===== src/logic/uicr_pkg.sv =====
// Package: offsets, field positions and reset values of the interrupt-clear and ident registers.
// Assumes a 32-bit word register port with byte offsets.
package uicr_pkg;
   localparam logic [11:0] OFF_INTERRUPT_CLEAR  = 12'h044;
   localparam logic [11:0] OFF_RAW_STATUS       = 12'h03c;
   localparam logic [11:0] OFF_IRQ_MASK         = 12'h038;
   localparam logic [11:0] OFF_MASKED_STATUS    = 12'h040;
   localparam logic [11:0] OFF_PERIPH_IDENT4    = 12'hfd0;
   localparam logic [11:0] OFF_PERIPH_IDENT5    = 12'hfd4;
   localparam logic [11:0] OFF_PERIPH_IDENT6    = 12'hfd8;
   // Field positions inside the clear, raw, mask and masked words
   localparam int          POS_FRAMING_ERR      = 7;
   localparam int          POS_RX_TIMEOUT       = 6;
   localparam int          POS_TX               = 5;
   localparam int          POS_RX               = 4;
   localparam int          POS_SRC_LO           = 4;
   localparam int          NUM_SRC              = 4;
   localparam logic [3:0]  RESERVED_LO_RESET    = 4'h0;
   localparam logic [3:0]  SRC_RESET            = 4'h0;
   localparam logic [31:0] RDATA_RESET          = 32'h0000_0000;
   // Ident bytes: arbitrary neutral values
   localparam logic [7:0]  IDENT_BYTE4          = 8'ha5;
   localparam logic [7:0]  IDENT_BYTE5          = 8'h5a;
   localparam logic [7:0]  IDENT_BYTE6          = 8'hc3;
   typedef enum logic [1:0] {
      UICR_IDLE_type_S  = 2'b00,
      UICR_READ_type_S  = 2'b01
   } uicr_bus_state_type;
endpackage : uicr_pkg


===== src/logic/uicr_ident_rom.sv =====
// Constant ident word table with registered read data.
// Assumes sel is one-hot or zero, from logic on the same clock.
`timescale 1ns/1ps
module uicr_ident_rom (
   // Clock and reset
   input  wire logic        core_clk,
   input  wire logic        arst_n,
   // Lookup
   input  wire logic [2:0]  sel,
   output      logic [31:0] word
);
   wire logic [31:0] next_word;

   // Top 24 bits are always zero
   assign next_word = sel[0] ? {24'h00_0000, uicr_pkg::IDENT_BYTE4} :
                      sel[1] ? {24'h00_0000, uicr_pkg::IDENT_BYTE5} :
                      sel[2] ? {24'h00_0000, uicr_pkg::IDENT_BYTE6} :
                               uicr_pkg::RDATA_RESET;

   always_ff @(posedge core_clk or negedge arst_n) begin
      if (!arst_n) word <= uicr_pkg::RDATA_RESET;
      else word <= next_word;
   end
endmodule : uicr_ident_rom


===== src/logic/uicr_src_flag.sv =====
// One sticky interrupt source: set by engine pulse, cleared by write-one.
// Assumes set pulse comes from logic on core_clk.
`timescale 1ns/1ps
module uicr_src_flag (
   // Clock and reset
   input  wire logic core_clk,
   input  wire logic arst_n,
   // Control
   input  wire logic set_pulse,
   input  wire logic clear_pulse,
   output      logic flag
);
   wire logic next_flag;

   // Set wins over a clear in the same cycle so no event is lost
   assign next_flag = set_pulse | (flag & ~clear_pulse);

   always_ff @(posedge core_clk or negedge arst_n) begin
      if (!arst_n) flag <= 1'b0;
      else flag <= next_flag;
   end
endmodule : uicr_src_flag


===== src/logic/uicr_regs.sv =====
// Interrupt-clear register, raw/mask/masked status and ident registers of the serial port.
// Assumes single-cycle strobes on core_clk; engine event pulses are on core_clk.
//
// What this block does
// - Writing 1 to bit 7 clears the framing-error interrupt; 0 does nothing.
// - Writing 1 to bit 6 clears the receive time-out interrupt; 0 does nothing.
// - Writing 1 to bit 5 clears the transmit interrupt; 0 does nothing.
// - Writing 1 to bit 4 clears the receive interrupt; 0 does nothing.
// - Bits 3:0 of the clear register are reserved, read zero, ignore writes.
// - Ident registers are constants, read-only, bits 31:8 read zero.
// - Ident register at 0xfd0 gives ident byte four in low eight bits.
// - Ident register at 0xfd4 gives ident byte five in low eight bits.
// - Ident register at 0xfd8 gives ident byte six in low eight bits.
// - A clear removes the raw flag and the masked output of that source.
`timescale 1ns/1ps
module uicr_regs (
   // Clock and reset
   input  wire logic        core_clk,
   input  wire logic        arst_n,
   // Register port
   input  wire logic [11:0] addr,
   input  wire logic [31:0] wdata,
   input  wire logic        wr_stb,
   input  wire logic        rd_stb,
   output      logic [31:0] rdata,
   // Engine event pulses: framing, rx timeout, tx, rx
   input  wire logic        framing_err_evt,
   input  wire logic        rx_timeout_evt,
   input  wire logic        tx_evt,
   input  wire logic        rx_evt,
   // Flags toward the engine
   output      logic [3:0]  raw_flags,
   output      logic [3:0]  masked_flags
);
   logic        [3:0]  raw;
   logic        [3:0]  mask;
   logic        [31:0] reg_word;
   logic        [31:0] rom_word;
   logic               rom_hit;
   wire logic   [3:0]  set_vec;
   wire logic   [3:0]  clr_vec;
   wire logic   [2:0]  ident_sel;
   wire logic          hit_clear;
   wire logic          hit_mask;
   wire logic          hit_raw;
   wire logic          hit_masked;
   wire logic   [31:0] next_reg_word;
   wire logic   [3:0]  next_mask;
   wire logic          hit_ident4;
   wire logic          hit_ident5;
   wire logic          hit_ident6;
   wire logic   [31:0] next_id_word;
   wire logic   [31:0] next_rdata;
   wire logic   [3:0]  next_masked;

   function automatic logic [31:0] place_src(input logic [3:0] v);
      place_src = {24'h00_0000, v, uicr_pkg::RESERVED_LO_RESET};
   endfunction : place_src

   assign hit_clear  = addr == uicr_pkg::OFF_INTERRUPT_CLEAR;
   assign hit_mask   = addr == uicr_pkg::OFF_IRQ_MASK;
   assign hit_raw    = addr == uicr_pkg::OFF_RAW_STATUS;
   assign hit_masked = addr == uicr_pkg::OFF_MASKED_STATUS;
   assign hit_ident4 = addr == uicr_pkg::OFF_PERIPH_IDENT4;
   assign hit_ident5 = addr == uicr_pkg::OFF_PERIPH_IDENT5;
   assign hit_ident6 = addr == uicr_pkg::OFF_PERIPH_IDENT6;
   assign ident_sel  = rd_stb ? {hit_ident6, hit_ident5, hit_ident4} : 3'h0;

   assign set_vec = {framing_err_evt, rx_timeout_evt, tx_evt, rx_evt};
   // Only bits 7:4 act; reserved bits 3:0 and bits above are dropped
   assign clr_vec = (wr_stb && hit_clear) ?
                    wdata[uicr_pkg::POS_SRC_LO +: uicr_pkg::NUM_SRC] : 4'h0;

   genvar gi;
   generate
      for (gi = 0; gi < uicr_pkg::NUM_SRC; gi++) begin : g_src
         uicr_src_flag u_flag (
            .core_clk    (core_clk),
            .arst_n      (arst_n),
            .set_pulse   (set_vec[gi]),
            .clear_pulse (clr_vec[gi]),
            .flag        (raw[gi])
         );
      end
   endgenerate

   // Writes to ident offsets match no writable register and vanish
   assign next_mask = (wr_stb && hit_mask) ?
                      wdata[uicr_pkg::POS_SRC_LO +: uicr_pkg::NUM_SRC] : mask;

   // Clear register reads zero: write-only clear bits, reserved low bits
   assign next_reg_word = !rd_stb   ? uicr_pkg::RDATA_RESET :
                          hit_raw    ? place_src(raw) :
                          hit_mask   ? place_src(mask) :
                          hit_masked ? place_src(raw & mask) :
                                       uicr_pkg::RDATA_RESET;

   uicr_ident_rom u_rom (
      .core_clk (core_clk),
      .arst_n   (arst_n),
      .sel      (ident_sel),
      .word     (rom_word)
   );

   // Ident word computed in parallel so rdata is one cycle after the strobe
   assign next_id_word = ident_sel[0] ? {24'h00_0000, uicr_pkg::IDENT_BYTE4} :
                         ident_sel[1] ? {24'h00_0000, uicr_pkg::IDENT_BYTE5} :
                         ident_sel[2] ? {24'h00_0000, uicr_pkg::IDENT_BYTE6} :
                                        uicr_pkg::RDATA_RESET;
   assign next_rdata   = next_reg_word | next_id_word;
   assign next_masked  = raw & mask;

   always_ff @(posedge core_clk or negedge arst_n) begin
      if (!arst_n) begin
         mask <= uicr_pkg::SRC_RESET;
      end else begin
         mask <= next_mask;
      end
   end

   always_ff @(posedge core_clk or negedge arst_n) begin
      if (!arst_n) begin
         reg_word <= uicr_pkg::RDATA_RESET;
      end else begin
         reg_word <= next_reg_word;
      end
   end

   // Table copy is a cross-check only; the table and the mux path both give the word one cycle after the strobe
   always_ff @(posedge core_clk or negedge arst_n) begin
      if (!arst_n) begin
         rom_hit <= 1'b0;
      end else begin
         rom_hit <= |ident_sel;
      end
   end

   // Flags straight from flip-flops
   always_ff @(posedge core_clk or negedge arst_n) begin
      if (!arst_n) begin
         raw_flags <= uicr_pkg::SRC_RESET;
      end else begin
         raw_flags <= raw;
      end
   end

   always_ff @(posedge core_clk or negedge arst_n) begin
      if (!arst_n) begin
         masked_flags <= uicr_pkg::SRC_RESET;
      end else begin
         masked_flags <= next_masked;
      end
   end

   always_ff @(posedge core_clk or negedge arst_n) begin
      if (!arst_n) begin
         rdata <= uicr_pkg::RDATA_RESET;
      end else begin
         rdata <= next_rdata;
      end
   end

   // Assertions
   property p_clear_fe;
      @(posedge core_clk) disable iff (!arst_n)
      (wr_stb && hit_clear && wdata[uicr_pkg::POS_FRAMING_ERR] && !framing_err_evt) |=> !raw[3];
   endproperty
   a_clear_fe: assert property (p_clear_fe) else $error("framing flag not cleared");

   property p_clear_rt;
      @(posedge core_clk) disable iff (!arst_n)
      (wr_stb && hit_clear && wdata[uicr_pkg::POS_RX_TIMEOUT] && !rx_timeout_evt) |=> ##1 !raw_flags[2];
   endproperty
   a_clear_rt: assert property (p_clear_rt) else $error("timeout flag not cleared");

   property p_clear_tx;
      @(posedge core_clk) disable iff (!arst_n)
      (wr_stb && hit_clear && wdata[uicr_pkg::POS_TX] && !tx_evt) |=> !raw[1];
   endproperty
   a_clear_tx: assert property (p_clear_tx) else $error("tx flag not cleared");

   property p_clear_rx;
      @(posedge core_clk) disable iff (!arst_n)
      (wr_stb && hit_clear && wdata[uicr_pkg::POS_RX] && !rx_evt) |=> !raw[0];
   endproperty
   a_clear_rx: assert property (p_clear_rx) else $error("rx flag not cleared");

   property p_zero_keeps;
      @(posedge core_clk) disable iff (!arst_n)
      (wr_stb && hit_clear && wdata[7:4] == 4'h0 && set_vec == 4'h0) |=> raw == $past(raw);
   endproperty
   a_zero_keeps: assert property (p_zero_keeps) else $error("zero write changed a flag");

   property p_ident_hi;
      @(posedge core_clk) disable iff (!arst_n)
      (rd_stb && ident_sel != 3'h0) |=> rdata[31:8] == 24'h00_0000;
   endproperty
   a_ident_hi: assert property (p_ident_hi) else $error("ident high bits not zero");

   property p_ident4;
      @(posedge core_clk) disable iff (!arst_n)
      (rd_stb && addr == uicr_pkg::OFF_PERIPH_IDENT4) |=> rdata[7:0] == uicr_pkg::IDENT_BYTE4;
   endproperty
   a_ident4: assert property (p_ident4) else $error("ident byte four wrong");

   property p_ident5;
      @(posedge core_clk) disable iff (!arst_n)
      (rd_stb && addr == uicr_pkg::OFF_PERIPH_IDENT5) |=> rdata[7:0] == uicr_pkg::IDENT_BYTE5;
   endproperty
   a_ident5: assert property (p_ident5) else $error("ident byte five wrong");

   property p_ident6;
      @(posedge core_clk) disable iff (!arst_n)
      (rd_stb && addr == uicr_pkg::OFF_PERIPH_IDENT6) |=> rdata[7:0] == uicr_pkg::IDENT_BYTE6;
   endproperty
   a_ident6: assert property (p_ident6) else $error("ident byte six wrong");

   property p_masked_follows;
      @(posedge core_clk) disable iff (!arst_n)
      ##1 1'b1 |-> masked_flags == ($past(raw) & $past(mask));
   endproperty
   a_masked_follows: assert property (p_masked_follows) else $error("masked flags wrong");

   property p_ident_write;
      @(posedge core_clk) disable iff (!arst_n)
      (wr_stb && addr[11:4] == 8'hfd) |=> mask == $past(mask);
   endproperty
   a_ident_write: assert property (p_ident_write) else $error("ident write had effect");

   property p_fe_zero_keeps;
      @(posedge core_clk) disable iff (!arst_n)
      (wr_stb && hit_clear && !wdata[uicr_pkg::POS_FRAMING_ERR] && !framing_err_evt) |=> raw[3] == $past(raw[3]);
   endproperty
   a_fe_zero_keeps: assert property (p_fe_zero_keeps) else $error("zero write changed framing flag");

   property p_rt_zero_keeps;
      @(posedge core_clk) disable iff (!arst_n)
      (wr_stb && hit_clear && !wdata[uicr_pkg::POS_RX_TIMEOUT] && !rx_timeout_evt) |=> raw[2] == $past(raw[2]);
   endproperty
   a_rt_zero_keeps: assert property (p_rt_zero_keeps) else $error("zero write changed timeout flag");

   property p_tx_zero_keeps;
      @(posedge core_clk) disable iff (!arst_n)
      (wr_stb && hit_clear && !wdata[uicr_pkg::POS_TX] && !tx_evt) |=> raw[1] == $past(raw[1]);
   endproperty
   a_tx_zero_keeps: assert property (p_tx_zero_keeps) else $error("zero write changed tx flag");

   property p_rx_zero_keeps;
      @(posedge core_clk) disable iff (!arst_n)
      (wr_stb && hit_clear && !wdata[uicr_pkg::POS_RX] && !rx_evt) |=> raw[0] == $past(raw[0]);
   endproperty
   a_rx_zero_keeps: assert property (p_rx_zero_keeps) else $error("zero write changed rx flag");

   property p_reserved_ignored;
      @(posedge core_clk) disable iff (!arst_n)
      (wr_stb && hit_clear && wdata[3:0] != 4'h0 && wdata[7:4] == 4'h0 && set_vec == 4'h0) |=> raw == $past(raw);
   endproperty
   a_reserved_ignored: assert property (p_reserved_ignored) else $error("reserved write changed a flag");

   property p_set_wins;
      @(posedge core_clk) disable iff (!arst_n)
      (set_vec != 4'h0) |=> (raw & $past(set_vec)) == $past(set_vec);
   endproperty
   a_set_wins: assert property (p_set_wins) else $error("event lost against a clear");

   property p_raw_port;
      @(posedge core_clk) disable iff (!arst_n)
      ##1 1'b1 |-> raw_flags == $past(raw);
   endproperty
   a_raw_port: assert property (p_raw_port) else $error("raw flag port wrong");

   property p_raw_clear;
      @(posedge core_clk) disable iff (!arst_n)
      (clr_vec != 4'h0 && (clr_vec & set_vec) == 4'h0) |=> ##1 (raw_flags & $past(clr_vec, 2)) == 4'h0;
   endproperty
   a_raw_clear: assert property (p_raw_clear) else $error("raw flag port not cleared");

   property p_masked_clear;
      @(posedge core_clk) disable iff (!arst_n)
      (clr_vec != 4'h0 && (clr_vec & set_vec) == 4'h0) |=> ##1 (masked_flags & $past(clr_vec, 2)) == 4'h0;
   endproperty
   a_masked_clear: assert property (p_masked_clear) else $error("masked flag port not cleared");

   property p_masked_gated;
      @(posedge core_clk) disable iff (!arst_n)
      ##1 1'b1 |-> (masked_flags & ~$past(mask)) == 4'h0;
   endproperty
   a_masked_gated: assert property (p_masked_gated) else $error("disabled source shows masked");

   property p_mask_write;
      @(posedge core_clk) disable iff (!arst_n)
      (wr_stb && hit_mask) |=> mask == $past(wdata[uicr_pkg::POS_SRC_LO +: uicr_pkg::NUM_SRC]);
   endproperty
   a_mask_write: assert property (p_mask_write) else $error("enable write not taken");

   property p_mask_hold;
      @(posedge core_clk) disable iff (!arst_n)
      !(wr_stb && hit_mask) |=> mask == $past(mask);
   endproperty
   a_mask_hold: assert property (p_mask_hold) else $error("enable changed without write");

   property p_ident_write_raw;
      @(posedge core_clk) disable iff (!arst_n)
      (wr_stb && (hit_ident4 || hit_ident5 || hit_ident6) && set_vec == 4'h0) |=> raw == $past(raw);
   endproperty
   a_ident_write_raw: assert property (p_ident_write_raw) else $error("ident write changed a flag");

   property p_rom_hit_follows;
      @(posedge core_clk) disable iff (!arst_n)
      ##1 1'b1 |-> rom_hit == $past(rd_stb && (hit_ident4 || hit_ident5 || hit_ident6));
   endproperty
   a_rom_hit_follows: assert property (p_rom_hit_follows) else $error("ident read flag wrong");

   property p_rom_agrees;
      @(posedge core_clk) disable iff (!arst_n)
      rom_hit |-> rdata == rom_word;
   endproperty
   a_rom_agrees: assert property (p_rom_agrees) else $error("ident read differs from table");

   property p_reg_agrees;
      @(posedge core_clk) disable iff (!arst_n)
      !rom_hit |-> rdata == reg_word;
   endproperty
   a_reg_agrees: assert property (p_reg_agrees) else $error("register read differs");

   property p_clear_reads_zero;
      @(posedge core_clk) disable iff (!arst_n)
      (rd_stb && hit_clear) |=> rdata == uicr_pkg::RDATA_RESET;
   endproperty
   a_clear_reads_zero: assert property (p_clear_reads_zero) else $error("clear register read not zero");

   property p_unmapped_zero;
      @(posedge core_clk) disable iff (!arst_n)
      (rd_stb && !(hit_raw || hit_mask || hit_masked || hit_ident4 || hit_ident5 || hit_ident6))
         |=> rdata == uicr_pkg::RDATA_RESET;
   endproperty
   a_unmapped_zero: assert property (p_unmapped_zero) else $error("unmapped read not zero");

   property p_rdata_idle;
      @(posedge core_clk) disable iff (!arst_n)
      !rd_stb |=> rdata == uicr_pkg::RDATA_RESET;
   endproperty
   a_rdata_idle: assert property (p_rdata_idle) else $error("read data outside read cycle");
endmodule : uicr_regs


===== config.mk =====
export PLATFORM = sky130hd
export DESIGN_NAME = uicr_regs
export DESIGN_NICKNAME = d
export VERILOG_FILES = /design/src/logic/uicr_pkg.sv /design/src/logic/uicr_ident_rom.sv /design/src/logic/uicr_src_flag.sv /design/src/logic/uicr_regs.sv
export SDC_FILE = /design/constraint.sdc
export NUM_CORES = 1
export LEC_CHECK = 0
export ABC_AREA = 1
export CAP_MARGIN = 0
export CORE_MARGIN = 5
export CORE_UTILIZATION = 45
export CTS_BUF_LIST = sky130_fd_sc_hd__clkbuf_4 sky130_fd_sc_hd__clkbuf_8
export CTS_CLUSTER_SIZE = 30
export DETAILED_ROUTE_END_ITERATION = 7
export DONT_BUFFER_PORTS = 1
export GPL_ROUTABILITY_DRIVEN = 0
export GPL_TIMING_DRIVEN = 1
export HOLD_SLACK_MARGIN = 0.05
export PLACE_DENSITY_LB_ADDON = 0.2
export SYNTH_ARGS = -nofsm -noshare
export SYNTH_HDL_FRONTEND = slang
export SYNTH_SLANG_ARGS = --single-unit

===== constraint.sdc =====
create_clock -name core_clk -period 1.6 [get_ports core_clk]
set_input_delay 0.16 -clock core_clk [delete_from_list [all_inputs] [get_ports core_clk]]
set_output_delay 0.16 -clock core_clk [all_outputs]
set_load 0.02 [all_outputs]

Yosys cells after proc, flatten, opt, wreduce, memory -nomap -nowiden:

Index checks and enable logic that the tools add are counted.

* flip-flop bits (word level): 48
* memory bits (read-only): 0
* memories: 0
* output and inout port bits: 40
* word-level logic and storage cells: 40
* input port bits: 52
* bits in latches: 0
* bits in writable memories: 0

* reduce and logical (&&, ||, !) cells: 2
* bitwise gates (word level): 14
* add/sub/neg operators: 0
* divide/modulo/power cells: 0
* $lt $le $gt $ge: 0
* equality and inequality tests: 7
* multiplexer cells: 9
* multipliers: 0
* shift-type cells: 0

Operators with widths (number)
* 2-to-1 mux 8 bit: 6
* == test 12 bit (second input constant): 3
* 2-to-1 mux 32 bit: 1
* OR 8 x 32 -> 32 bit: 1
* == test 12 x 6 -> 1 bit (second input constant): 2
* == test 12 x 7 -> 1 bit (second input constant): 2
* AND 1 bit: 4
* AND 4 bit: 1
* 2-to-1 mux 4 bit: 1
* inverter 1 bit: 4
* OR 1 bit: 4
* 2-to-1 mux 3 bit: 1
* logical AND 1 bit: 2

Depth between registers and ports, before layout:

* word-level depth: 6
* gate-level depth with buffers: 9
* mapped depth without buffers: 9

Hierarchy:

A second synthesis with hierarchy kept.

* cell total of the unflattened synthesis: 166
* area, all modules: 1361.3 um2

Modules (own cells, without submodules)
* uicr_regs: area each 1201.2 um2, sequential area each 500.5 um2, instances 1, cells each 146
* uicr_src_flag: area each 40.0 um2, sequential area each 25.0 um2, instances 4, cells each 5

Worst setup path after synthesis:

No wires, ideal clock.

* path type: in2reg
* start point: in addr[11]
* end point: reg rdata[6]
* buffers on the path: 0
* arrival time: 0.812 ns
* path slack: 0.664 ns
* stages: 8
* path through: nor2_2 -> nand2_4 -> nor2_8 -> nand3_2 -> nand2_1 -> inv_1 -> nand2_1 -> nand2_1

* word-level cells in the longest chain between the ends: 6
* elaborated cells between the ends (all ways): 15
* those cells by class: 6 x eq/ne; 8 x mux; 1 x bitwise

RTL lines
* from (decl): line uicr_regs.sv:21 `input wire logic [11:0] addr,`
* == test 12 x 7 -> 1 bit or == test 12 bit (tied branches): line uicr_regs.sv:63, uicr_regs.sv:66
* 2-to-1 mux 8 bit or 2-to-1 mux 3 bit (tied branches): line uicr_regs.sv:95, uicr_regs.sv:67
* 2-to-1 mux 8 bit (on tied branches): line uicr_regs.sv:94, uicr_regs.sv:108
* 2-to-1 mux 8 bit (on tied branches)
* 2-to-1 mux 8 bit or 2-to-1 mux 32 bit (tied branches)
* OR 8 x 32 -> 32 bit *: line uicr_regs.sv:110 `assign next_rdata = next_reg_word | next_id_word;`
* net next_rdata[6]: line uicr_regs.sv:53 `wire logic [31:0] next_rdata;`
* to (signal assigned): line uicr_regs.sv:157 `rdata <= uicr_pkg::RDATA_RESET;`
* to (signal assigned): line uicr_regs.sv:159 `rdata <= next_rdata;`
* to (decl): line uicr_regs.sv:25 `output logic [31:0] rdata,`

Mark *: on every way through the listed nets, which the timed path passes. The rest lies on a longest branch.
A chain may end at the register's enable or synchronous reset.

Worst setup path in the final report:

* start point: in rd_stb
* end point: reg rdata[0]

* word-level cells in the longest chain between the ends: 5
* elaborated cells between the ends (all ways): 6
* those cells by class: 5 x mux; 1 x bitwise

RTL lines
* from (decl): line uicr_regs.sv:24 `input wire logic rd_stb,`
* 2-to-1 mux 3 bit *: line uicr_regs.sv:67 `assign ident_sel = rd_stb ? {hit_ident6, hit_ident5, hit_ident4} : 3'h0;`
* 2-to-1 mux 8 bit: line uicr_regs.sv:108 `ident_sel[2] ? {24'h00_0000, uicr_pkg::IDENT_BYTE6} :`
* 2-to-1 mux 8 bit
* 2-to-1 mux 32 bit *
* net next_id_word[0]: line uicr_regs.sv:52 `wire logic [31:0] next_id_word;`
* OR 8 x 32 -> 32 bit *: line uicr_regs.sv:110

Marks and branches as above.

==> results.toml <==
[global_routing]
grt_pass1_wl_mm = 4.39
grt_pass1_vias = 1038
overflow = 0
antenna_found_initial = 0
gr-usage-all-layers_pct = 13.6
grt_max_degree = 25

[routing]
avgViaCountPerCell = 4.55
dr.pass1.iters = 4
wirelength_mm = 2.79
vias = 979
drcViolationCount = 0
wl_per_cell_um = 13.0
drtIter0Drc = 42
ant_nets = 0

[die]
dieWidth_um = 64.6
start_util_pct = 47.9
dieArea_um2 = 4180
std_cell_rows = 19
core_um2 = 2810
die_height_um = 64.6
io-pin-count = 92

[clock_network]
htree_num_levels = 1
clock_path_buffers = 2
cts_tree = "done"
path_clk_slew_ns = 0.12
post_cts_resized = 0
cts_root_buf = "clkbuf_4"
clock_latency_ns = 0.33
cts_sinks = 24
cts_made_buffers = 3

[sta]
rsz0062_at_grt = "false"
worst_slack_ns = 0.0889
period_needed_ns = 1.51
drv_slew = 0
fmax_mhz = 662
clock_skew_ns = 0.0155
slew_headroom_pct = 32.3
finalHoldViolations = 0
worst_slew_pin_slew_ns = 1.01
setup_tns_ns = 0
fin_crit_sh_pct = 94.4
setup_viol = 0

[power_and_ir_drop]
leakage_nw = 0.894
power.density_nw_per_um2 = 756
finalPower_mw = 1.18
ir_drop_mv = 0.421

[worst_setup_path]
start_kind = "input pin"
r2r_cells = 3
r2r-end = "g_src[2].u_flag.flag$_DFF_PN0_"
r2r_setup_slack_ns = 0.31
rr_startpoint = "g_src[2].u_flag.flag$_DFF_PN0_"
critPathKind = "in -> reg"
crit_fanout = 4
cp-end-kind = "register"
cp_data_required_time_ns = 1.86
crit_arrival_ns = 1.77

[cells_and_area]
layout-drive-gt1-share_pct = 12.5
layout.area.seq_um2 = 601
final_area_um2 = 1560
finalNetCount = 237
nFillCells = 264
area_growth_pct = 16.2
num_antenna_cells = 0
multi_input_area_um2 = 537
instances_no_fill = 215

[worst_hold_path]
min_delay_path_depth = 4
hp-start = "rd_stb"
hold_path_class = "in -> reg"
worstHoldEndpoint = "rdata[7]$_DFF_PN0_"

[logic_synthesis]
ys_seq_elements = 24
ys_types = 17
synthCells = 159
yosysSeqAreaShare_pct = 44.7
avgSynthCellArea_um2 = 8.45
syn_area_um2 = 1340
yosys_warnings = 0

[job]
cap_violations = 0

[status]
outcome = "completed"

[place]
place_area_um2 = 1290
port_buffers = 0
placed_cells = 189
dpl_worst_slack_ns = 0.501
hpwl_mm = 1.95
per-stage QoR:
stage | utilization (%) | hold WS [ns]
4_1_cts | 55.7 | 0.0622
5_1_grt | 55.7 | 0.0624
2_1_floorplan | - | -0.136
6_report | 55.7 | 0.0694
3_5_place_dp | 45.9 | -0.135
3_3_place_gp | 45.9 | -0.135
critical path, stage by stage:
cell	delay (ns)
dlygate4sd3_1	0.62
nand3_1	0.15
nor3_2	0.26
dlygate4sd3_1	0.58
how the worst max path moves through the flow:
stage	start	to	slack (ns)	cells after the start
after CTS	rd_stb	rdata[0]$_DFF_PN0_	0.13	4
after floorplan	addr[11]	rdata[6]$_DFF_PN0_	0.66	8
final	rd_stb	rdata[0]$_DFF_PN0_	0.09	4
after detailed placement	addr[0]	g_src[1].u_flag.flag$_DFF_PN0_	0.50	6
after global routing	rd_stb	rdata[0]$_DFF_PN0_	0.06	4
after global placement	addr[1]	mask[0]$_DFFE_PN0P_	0.52	6
state kept, by name, indices dropped and copies added (netlist names):
| name | cells |
|---|---|
| mask | 4 |
| g_src.u_flag.flag | 4 |
| raw_flags | 4 |
| rdata | 8 |
| masked_flags | 4 |
synthesized netlist by cell type:
master   instances  share of area [%]
o21ai_1          8                3.0
buf_4           24                 13
o21ai_0          1               0.37
inv_1           30                8.4
nand2_4          2                1.7
dfrtp_1         24                 45
nand2_1         34                9.5
nor2_4           2                1.7
conb_1           1               0.28
nor2_8           1                1.5
nand2_2          1               0.47
nor3_2           2                1.5
nor2_2           5                2.3
nand3_1         13                4.8
nand3_4          1                1.3
nand3_2          5                3.7
nor2_1           5                1.4
placed cells by master, fill, tap and decap left out, drive strengths merged:
cell type | netlist | layout
conb | 1 | 24
nor3 | 2 | 2
nand3 | 19 | 19
dlygate4sd3 | 0 | 22
dfrtp | 24 | 24
bufinv | 0 | 1
nor2 | 13 | 13
nand2 | 37 | 37
clkbuf | 0 | 3
inv | 30 | 30
o21ai | 9 | 9
logic make-up (layout without fill, tap and decap cells):
logic type | after synthesis | count (layout) | share of synthesized area [%]
DFF | 24 | 24 | 44.7
other | 1 | 24 | 0.279
and+or+nand+nor | 71 | 71 | 29.9
buffers and inverters | 54 | 56 | 21.8
AOI/OAI and AO/OA | 9 | 9 | 3.35
metal layers:
metal,GRT usage [%],vias up,routed length (µm)
met5,0,-,0
met4,7.92,0,86
met3,2.42,8,176
met2,25.5,39,1500
met1,14.1,452,1030
li1,-,480,-
power breakdown:
part	leakage (nW)	internal (mW)	switching (mW)
logic	0.573	0.0340	0.0964
clock network	0.0279	0.254	0.187
registers	0.294	0.608	0.00121
timing repair:
item | in CTS | in global routing
hold buffers | 22 | 0
hold endpoints to repair | 38 | 0
setup buffers | 0 | 0
cell type report:
| class | count | area share [%] |
|---|---|---|
| sequential | 24 | 38.5 |
| multi-input combinational | 104 | 34.4 |
| timing repair buffer | 22 | 14.1 |
| inverter | 30 | 7.21 |
| tap | 31 | 2.48 |
| clock inverter | 1 | 1.92 |
| clock buffer | 3 | 1.44 |
(Power assumes the default switching activity.)
